<file path="src/logic/lifc_cfg.svh">
/*
 Register map, field layout and reset values of the logical input force
 control bank. Assumes a holding-register access port that presents one
 16-bit word address per access, synchronous to the block clock.
*/
`ifndef LIFC_CFG_SVH
`define LIFC_CFG_SVH

`define LIFC_ADDR_EXECUTE    16'hA0D6
`define LIFC_ADDR_PASS_LEFT  16'hA0D7
`define LIFC_ADDR_PASS_RIGHT 16'hA0D8
`define LIFC_ADDR_SPARE      16'hA0D9
`define LIFC_ADDR_SEL_UPPER  16'hA0DA
`define LIFC_ADDR_SEL_LOWER  16'hA0DB
`define LIFC_ADDR_MODE_UPPER 16'hA0DC
`define LIFC_ADDR_MODE_LOWER 16'hA0DD
`define LIFC_ADDR_VAL_UPPER  16'hA0DE
`define LIFC_ADDR_VAL_LOWER  16'hA0DF

`define LIFC_EXEC_NONE       16'h0000
`define LIFC_EXEC_RUN        16'h0001
`define LIFC_WORD_RESET      16'h0000
`define LIFC_PASSWORD_LEFT   16'h4141
`define LIFC_PASSWORD_RIGHT  16'h4141

`endif

</file>
<file path="src/logic/lifc_pkg.sv">
/*
 Types of the logical input force control bank. Assumes lifc_cfg.svh
 carries the numbers.
*/
`default_nettype none
package lifc_pkg;

    typedef struct packed {
        logic        wr;
        logic        rd;
        logic [15:0] addr;
        logic [15:0] wdata;
    } lifc_req_t;

    typedef struct packed {
        logic        ack;
        logic        err;
        logic [15:0] rdata;
    } lifc_rsp_t;

    typedef struct packed {
        logic [31:0] select;
        logic [31:0] mode;
        logic [31:0] value;
    } lifc_masks_t;

endpackage
`default_nettype wire

</file>
<file path="src/logic/lifc_force_bank.sv">
/*
 Holding-register bank that forces 32 logical inputs on or off.
 Assumes the host port presents one access per cycle at most; word
 addresses are the printed register numbers. Input 1 is bit 0 of the
 32-bit logic-point vectors.
*/
`timescale 1ns/100ps
`default_nettype none
`include "lifc_cfg.svh"

module lifc_force_bank #(
    parameter int unsigned POINTS = 32
)
(
    // Clock and reset
    input  wire logic              i_clock,
    input  wire logic              i_rst_n,
    // Host register port
    input  wire lifc_pkg::lifc_req_t i_req,
    output lifc_pkg::lifc_rsp_t    o_rsp,
    // Logical points
    input  wire logic [POINTS-1:0] i_point_normal,
    output logic [POINTS-1:0]      o_point_value,
    output logic [POINTS-1:0]      o_point_forced,
    output logic                   o_any_forced,
    output logic                   o_exec_rejected
);

    // Elaboration check: the map holds exactly two 16-bit halves
    if (POINTS != 32)
    begin
        $error("lifc_force_bank serves exactly 32 points");
    end

    // Control words
    logic [15:0]           exec_q;
    logic [15:0]           pass_left_q;
    logic [15:0]           pass_right_q;
    logic                  rejected_q;

    // Staged masks, one vector per kind, bit 0 is input 1
    logic [31:0]           select_q;
    logic [31:0]           mode_q;
    logic [31:0]           value_q;
    lifc_pkg::lifc_masks_t staged;
    // Masks in force
    lifc_pkg::lifc_masks_t active_q;

    // Decode terms
    logic                  access;
    logic                  mapped;
    logic                  exec_hit;
    logic                  pass_ok;
    logic [15:0]           rdata_d;

    // True when the word address falls inside the bank, spare included
    function automatic logic is_mapped(input logic [15:0] a);
        is_mapped = (a >= `LIFC_ADDR_EXECUTE) && (a <= `LIFC_ADDR_VAL_LOWER);
    endfunction

    // A write strobe aimed at one word of the bank
    function automatic logic write_to(
        input lifc_pkg::lifc_req_t r,
        input logic [15:0]         a
    );
        write_to = r.wr && (r.addr == a);
    endfunction

    // Truth table: forced only when selected and in force mode
    function automatic logic [31:0] force_mask(input lifc_pkg::lifc_masks_t m);
        force_mask = m.select & m.mode;
    endfunction

    // Forced points take their state bit, the rest pass the normal input
    function automatic logic [31:0] point_result(
        input lifc_pkg::lifc_masks_t m,
        input logic [31:0]           normal
    );
        point_result = (force_mask(m) & m.value)
                     | (~force_mask(m) & normal);
    endfunction

    // Upper half of a 32-bit mask is the word for inputs 17-32
    function automatic logic [15:0] upper_word(input logic [31:0] v);
        upper_word = v[31:16];
    endfunction

    // Lower half of a 32-bit mask is the word for inputs 1-16
    function automatic logic [15:0] lower_word(input logic [31:0] v);
        lower_word = v[15:0];
    endfunction

    assign access   = i_req.wr || i_req.rd;
    assign mapped   = is_mapped(i_req.addr);
    assign staged   = '{select: select_q, mode: mode_q, value: value_q};
    // Both password words are compared at the execute edge
    assign pass_ok  = (pass_left_q == `LIFC_PASSWORD_LEFT)
                   && (pass_right_q == `LIFC_PASSWORD_RIGHT);
    // Execute only acts on a write of exactly 1; any other value is inert
    assign exec_hit = write_to(i_req, `LIFC_ADDR_EXECUTE)
                   && (i_req.wdata == `LIFC_EXEC_RUN);

    // Execute word keeps the last value written, it does not self-clear
    always_ff @(posedge i_clock or negedge i_rst_n)
    begin
        if (!i_rst_n)
        begin
            exec_q <= `LIFC_EXEC_NONE;
        end
        else if (write_to(i_req, `LIFC_ADDR_EXECUTE))
        begin
            exec_q <= i_req.wdata;
        end
    end

    // Password words are stored as written and only compared at execute
    // Left word: first two characters
    always_ff @(posedge i_clock or negedge i_rst_n)
    begin
        if (!i_rst_n)
        begin
            pass_left_q <= `LIFC_WORD_RESET;
        end
        else if (write_to(i_req, `LIFC_ADDR_PASS_LEFT))
        begin
            pass_left_q <= i_req.wdata;
        end
    end

    // Right word: last two characters
    always_ff @(posedge i_clock or negedge i_rst_n)
    begin
        if (!i_rst_n)
        begin
            pass_right_q <= `LIFC_WORD_RESET;
        end
        else if (write_to(i_req, `LIFC_ADDR_PASS_RIGHT))
        begin
            pass_right_q <= i_req.wdata;
        end
    end

    // Change-select words: a 1 puts the input under this command
    // Halves are written freely; nothing reaches the points until execute
    always_ff @(posedge i_clock or negedge i_rst_n)
    begin
        if (!i_rst_n)
        begin
            select_q <= '0;
        end
        else
        begin
            if (write_to(i_req, `LIFC_ADDR_SEL_UPPER))
            begin
                select_q[31:16] <= i_req.wdata;
            end
            if (write_to(i_req, `LIFC_ADDR_SEL_LOWER))
            begin
                select_q[15:0] <= i_req.wdata;
            end
        end
    end

    // Mode words: a 1 is force mode, a 0 normal mode
    // Same bit mapping as the change-select words
    always_ff @(posedge i_clock or negedge i_rst_n)
    begin
        if (!i_rst_n)
        begin
            mode_q <= '0;
        end
        else
        begin
            if (write_to(i_req, `LIFC_ADDR_MODE_UPPER))
            begin
                mode_q[31:16] <= i_req.wdata;
            end
            if (write_to(i_req, `LIFC_ADDR_MODE_LOWER))
            begin
                mode_q[15:0] <= i_req.wdata;
            end
        end
    end

    // Forced-state words: a 1 forces on, a 0 forces off
    // Only meaningful where the point is selected and in force mode
    always_ff @(posedge i_clock or negedge i_rst_n)
    begin
        if (!i_rst_n)
        begin
            value_q <= '0;
        end
        else
        begin
            if (write_to(i_req, `LIFC_ADDR_VAL_UPPER))
            begin
                value_q[31:16] <= i_req.wdata;
            end
            if (write_to(i_req, `LIFC_ADDR_VAL_LOWER))
            begin
                value_q[15:0] <= i_req.wdata;
            end
        end
    end

    // Applied masks change only on an authorised execute, so a half-written
    // set of masks never reaches the protection logic
    always_ff @(posedge i_clock or negedge i_rst_n)
    begin
        if (!i_rst_n)
        begin
            active_q <= '0;
        end
        else if (exec_hit && pass_ok)
        begin
            active_q <= staged;
        end
    end

    // A refused execute stands flagged until the next execute of 1
    always_ff @(posedge i_clock or negedge i_rst_n)
    begin
        if (!i_rst_n)
        begin
            rejected_q <= 1'b0;
        end
        else if (exec_hit)
        begin
            rejected_q <= !pass_ok;
        end
    end

    // Point outputs are registered so that they never glitch mid-cycle

    // Forced flags follow the applied masks one edge after execute
    always_ff @(posedge i_clock or negedge i_rst_n)
    begin
        if (!i_rst_n)
        begin
            o_point_forced <= '0;
        end
        else
        begin
            o_point_forced <= force_mask(active_q);
        end
    end

    // Point values: forced-on reports 1, forced-off 0, others pass through
    always_ff @(posedge i_clock or negedge i_rst_n)
    begin
        if (!i_rst_n)
        begin
            o_point_value <= '0;
        end
        else
        begin
            o_point_value <= point_result(active_q, i_point_normal);
        end
    end

    // Summary of forcing, for a status indication
    always_ff @(posedge i_clock or negedge i_rst_n)
    begin
        if (!i_rst_n)
        begin
            o_any_forced <= 1'b0;
        end
        else
        begin
            o_any_forced <= |force_mask(active_q);
        end
    end

    assign o_exec_rejected = rejected_q;

    // Read-back of staged words; the spare word reads as zero
    // Limitation: the host sees what is staged, not what is in force
    always_comb
    begin
        rdata_d = 16'h0000;
        unique case (i_req.addr)
            `LIFC_ADDR_EXECUTE:    rdata_d = exec_q;
            `LIFC_ADDR_PASS_LEFT:  rdata_d = pass_left_q;
            `LIFC_ADDR_PASS_RIGHT: rdata_d = pass_right_q;
            `LIFC_ADDR_SEL_UPPER:  rdata_d = upper_word(select_q);
            `LIFC_ADDR_SEL_LOWER:  rdata_d = lower_word(select_q);
            `LIFC_ADDR_MODE_UPPER: rdata_d = upper_word(mode_q);
            `LIFC_ADDR_MODE_LOWER: rdata_d = lower_word(mode_q);
            `LIFC_ADDR_VAL_UPPER:  rdata_d = upper_word(value_q);
            `LIFC_ADDR_VAL_LOWER:  rdata_d = lower_word(value_q);
            default:               rdata_d = 16'h0000;
        endcase
    end

    // Answer one edge after the access; read data stands only with its ack
    // Unmapped words get an error answer and have no effect
    always_ff @(posedge i_clock or negedge i_rst_n)
    begin
        if (!i_rst_n)
        begin
            o_rsp <= '0;
        end
        else
        begin
            o_rsp.ack   <= access && mapped;
            o_rsp.err   <= access && !mapped;
            o_rsp.rdata <= (i_req.rd && mapped) ? rdata_d : 16'h0000;
        end
    end

endmodule
`default_nettype wire

</file>
<file path="config.mk">
export PLATFORM = sky130hd
export DESIGN_NAME = lifc_force_bank
export DESIGN_NICKNAME = d
export VERILOG_FILES = /design/src/logic/lifc_pkg.sv /design/src/logic/lifc_force_bank.sv
export VERILOG_INCLUDE_DIRS = /design/src /design/src/logic
export SDC_FILE = /design/constraint.sdc
export NUM_CORES = 1
export LEC_CHECK = 0
export BUFFER_PORTS_ARGS = -buffer_cell sky130_fd_sc_hd__buf_4
export CORE_MARGIN = 4
export CORE_UTILIZATION = 60
export CTS_CLUSTER_SIZE = 8
export DETAILED_ROUTE_END_ITERATION = 6
export PLACE_DENSITY = 0.91
export SLEW_MARGIN = 20
export SYNTH_ARGS = -nofsm -noshare
export SYNTH_HDL_FRONTEND = slang
export SYNTH_SLANG_ARGS = --single-unit
</file>
<file path="constraint.sdc">
create_clock -name i_clock -period 3.53 [get_ports i_clock]
set_clock_uncertainty 0.2 [all_clocks]
set_input_delay 0 -clock i_clock [delete_from_list [all_inputs] [get_ports i_clock]]
set_output_delay 0 -clock i_clock [all_outputs]
set_load 0.01 [all_outputs]
</file>
-- Word-level counts from Yosys, hierarchy flattened
Cells that the tools add are included.
- $lt $le $gt $ge: 2
- equality and inequality tests: 12
- multiplexer cells: 2
- bitwise gates (word level): 5
- reductions and logical operators: 20
- operator list (cell ; count):
    16-bit equality test, second input constant ; 9
    16-bit case mux with 9 select lines ; 1
    32-bit AND ; 3
    16-bit by 15-bit equality test with 1-bit output, second input constant ; 2
    32-bit inverter ; 1
    32-bit OR ; 1
    32-bit OR reduction ; 1
    16-bit by 1-bit equality test with 1-bit output, second input constant ; 1
    16-bit >= comparator, second input constant ; 1
    16-bit less-or-equal comparator, second input constant ; 1
    1-bit logical AND ; 16
    16-bit two-way mux ; 1
    1-bit zero test ; 2
    1-bit logical OR ; 1
- bits in registers: 324
- logic and storage cells: 60

-- Logic depth before layout (Yosys ltp)
- word-level depth: 4
- mapped depth: 10

-- Worst setup path after synthesis
OpenSTA, ideal clock, no wires.
- path kind: input to register
- from: input i_req[28] (netlist bit)
- to: register active_q[66] (netlist bit)
- setup time: 0.125 ns
- data arrival time: 2.325 ns
- setup slack: 0.880 ns
- stages: 9
- cells stage by stage: or4_1 buf_2 nor3_4 nand3_4 or4_1 buf_2 buf_6 buf_6 mux2_4
- cells in the longest elaborated chain, start to end: 4
- RTL lines (what ; line ; RTL):
    from (decl) ; lifc_force_bank.sv:19 ; input wire lifc_pkg::lifc_req_t i_req,
    16-bit equality test ; lifc_force_bank.sv:66 ; write_to = r.wr && (r.addr == a);
    1-bit logical AND ; lifc_force_bank.sv:66 ;
    1-bit logical AND ; lifc_force_bank.sv:100 ; assign exec_hit = write_to(i_req, `LIFC_ADDR_EXECUTE)
    1-bit logical AND ; lifc_force_bank.sv:214 ; else if (exec_hit && pass_ok)
    to (signal assigned) ; lifc_force_bank.sv:216 ; active_q <= staged;
    to (decl) ; lifc_force_bank.sv:47 ; lifc_pkg::lifc_masks_t active_q;
Every way passes these cells.
A chain may end at the register's enable or synchronous reset.

-- Worst setup path after layout
- from: input i_req[21] (netlist bit)
- to: register exec_q[8]
- cells in the longest elaborated chain, start to end: 2
- RTL lines (what ; line ; RTL):
    16-bit equality test ; lifc_force_bank.sv:66 ;
    1-bit logical AND ; lifc_force_bank.sv:66 ;
    to (signal assigned) ; lifc_force_bank.sv:108 ; exec_q <= `LIFC_EXEC_NONE;
    to (signal assigned) ; lifc_force_bank.sv:112 ; exec_q <= i_req.wdata;
    to (decl) ; lifc_force_bank.sv:36 ; logic [15:0] exec_q;
Every way passes these cells.

==> results.md <==
* Run status: complete, no violations
* Clock Path Buffers at 3
* Vias per cell at 6.51
* Synthesized area at 0.0132 mm²
* Port bufs at 151
* Yosys warnings at 0
* # placed instances at 1,319
* Reg clk slew, reported paths at 0.05 ns
* Design area at 0.0167 mm²
* Global Route Usage Sum at 0.336
* Sequential-to-total area share from yosys stat at 0.614
* Count of cell types in the netlist at 46
* Max Cap Viol at 0
* Setup TNS at 0 ns
* Max Clock Freq at 313 MHz
* Post-synth top cells: dfrtp_1, mux2_2, nand2_1
* PD cells at 475 mW/mm²
* RePlAce Congestion at 0.886
* Num rows at 54
* DRC viols at 0
* Mapped Nets at 991
* CP startpoint: i_req[21]
* Period Utilization, post-route at 0.906
* Die X at 156 µm
* Worst hold slack at 0.0412 ns
* Multi-input logic area at 0.00471 mm²
* N_diodes at 0
* Seq pwr share at 0.472
* Area fraction of the dominant cell type after synthesis at 0.614
* Tmin final at 3.20 ns
* Critical path fanouts, max at 23
* Pwr Total at 7.95 mW
* Met1 wire length at 14,200 µm
* Routed wire length on met3 at 4460 µm
* Lkg Pwr at 8.62 nW
* Post-synth EDFFs at 0
* Post-CTS setup repair buffer count at 0
* Final ANT Viol Nets at 0
* Starting density of the core at 0.607
* CTS root buf: clkbuf_16
* Layout net count at 1,247
* Reg-to-reg endpoint: active_q[80]$_DFFE_PN0P_
* Hold Startpoint: i_point_normal[0]
* CTS tree: done
* Vias in the first global route at 10,171
* Crit path arrival time at 3.48 ns
* Final number of hold-violating endpoints at 0
* Largest net degree at the start of global routing at 90
* Clock buffer count from CTS at 46
* Initial antenna violation count at 0
* Clock Sink Count at 324
* Clock Latency Late Sink at 0.55 ns
* Filler cell count at 1,118
* Type of the worst setup path: primary input to register
* Chip height at 156 µm
* Met2 wire length at 19,400 µm
* Synth Instances at 923
* Synth-to-Final Area Change at 26.7%
* Most used DFF post-synth: dfrtp_1
* Area leader, netlist: dfrtp_1
* Critical path launch point type: primary input
* Initial DRT Pass Iterations at 5
* Critical path required time at 3.81 ns
* Core Util, Final at 0.770
* Final setup vio count at 0
* Post-place setup slack at 0.491 ns
* Ports at 152
* Synthesized area per cell at 14.3 µm²
* Reg-to-Reg Start: pass_right_q[5]$_DFFE_PN0P_
* GRT Residual Overflow at 0
* Die ar. at 0.0245 mm²
* Max VDD drop at 378 µV
* Slew HR at 0.399
* Switching Fraction at 0.222
* Most frequent cell after synthesis: dfrtp_1
* Hold path endpoint: o_point_value[0]$_DFF_PN0_
* Max Slew Vio Count at 0
* First-pass GRT wire length at 62,000 µm
* Hold Path Depth at 3
* Via count at 9,513
* FF/Latch Area at 0.00811 mm²
* Ys async rst share at 1.00
* R2r setup slk at 0.75 ns
* Placeable Area at 0.0218 mm²
* Non-Filler Instances at 1,462
* Largest cells by area after synthesis: dfrtp_1, mux2_2, mux2_4, nand2_1, mux4_2
* Comb pwr share at 0.044
* Worst Hold Class: primary input to register
* Layout cells sized above 1 at 0.429
* DP HPWL at 22,300 µm
* Clk pwr share at 0.485
* Post-DR wirelength/cell at 27.9 µm
* Placed Instance Area at 0.0146 mm²
* P_sw at 1.76 mW
* Worst R2R Path Depth at 5
* Max Used Layer: met4
* Int Pwr at 6.18 mW
* Final WL at 40,800 µm
* Clock H-tree levels at 2
* Post-route worst setup slack at 0.332 ns
* FF+latch count, synth at 324
* DRT iter0 DRCs at 1,124
* CP endpoint kind: register
* Slew @ Worst Pin at 0.901 ns
* Unrepaired setup endpoints after global routing: no
[worst max-delay path by stage]
stage                                     endpoint
after global placement    active_q[80]$_DFFE_PN0P_
after detailed placement  active_q[83]$_DFFE_PN0P_
after CTS                    exec_q[0]$_DFFE_PN0P_
after global routing         exec_q[8]$_DFFE_PN0P_
final                        exec_q[8]$_DFFE_PN0P_
after floorplan           active_q[66]$_DFFE_PN0P_
[logic make-up (layout without fill, tap and decap cells)]
| family | count (synthesis) | count (layout) | share of synthesized area |
|---|---|---|---|
| flip-flops | 324 | 324 | 0.614 |
| multiplexers | 272 | 272 | 0.252 |
| AND/OR/NAND/NOR | 164 | 164 | 0.0634 |
| buffers and inverters | 90 | 349 | 0.0305 |
| AO/OA/AOI/OAI | 73 | 73 | 0.0406 |
[critical path: stages]
cell and delay (ns):
dlygate4sd3_1 0.54, buf_4 0.13, nand4b_1 0.27, nor3_4 0.29, buf_4 0.33, and3_2 0.48
nand2_1 0.18, dlygate4sd3_1 0.61, nand2_1 0.07, dlygate4sd3_1 0.55
[power by group through the flow]
stage          clock, mW  combinational [mW]  sequential (mW)
2_1_floorplan          0              0.0724             3.82
3_5_place_dp           0               0.278             3.81
3_3_place_gp           0               0.272             3.81
4_1_cts             3.82               0.343             3.75
6_report            3.85               0.348             3.75
5_1_grt             4.02               0.373             3.75
[state kept, by name, summed over array words and instances (netlist names), 16 cells and up]
| name | cells |
|---|---|
| mode_q | 32 |
| value_q | 32 |
| exec_q | 16 |
| active_q | 96 |
| o_point_forced | 32 |
| select_q | 32 |
| pass_left_q | 16 |
| o_rsp | 18 |
| o_point_value | 32 |
| pass_right_q | 16 |
[area by class of cell]
type,instances,area share
clock buffer,47,0.0690
clock inverter,4,0.00232
inverter,32,0.00717
multi-input combinational,509,0.282
sequential,324,0.484
tap,280,0.0209
timing repair buffer,266,0.135
[routing by layer]
metal	track usage	up-vias
met5	0	-
met4	0.184	0
met3	0.0860	216
met2	0.531	731
met1	0.430	4793
li1	-	3773
[cell usage in the layout (no fill, tap or decap), types with 3 or more instances in the layout]
master         instances
dfrtp_1              324
mux2_2               227
buf_4                172
nand2_1              101
dlygate4sd3_1         91
clkbuf_16             46
inv_1                 32
a22oi_1               30
mux2_4                29
a31oi_1               15
mux4_2                14
a22o_1                14
nand4_1               11
nor2_1                 8
nor4b_1                7
nor4_1                 6
o21ai_0                4
nand2b_1               3
nor4_2                 3
a21oi_1                3
[timing repair]
action	in CTS	in global routing
gates resized for setup	0	1
hold endpoints to repair	367	0
endpoints found under the setup margin	0	1
hold buffers	92	0
No activity file was read; power rests on OpenSTA's default activity.
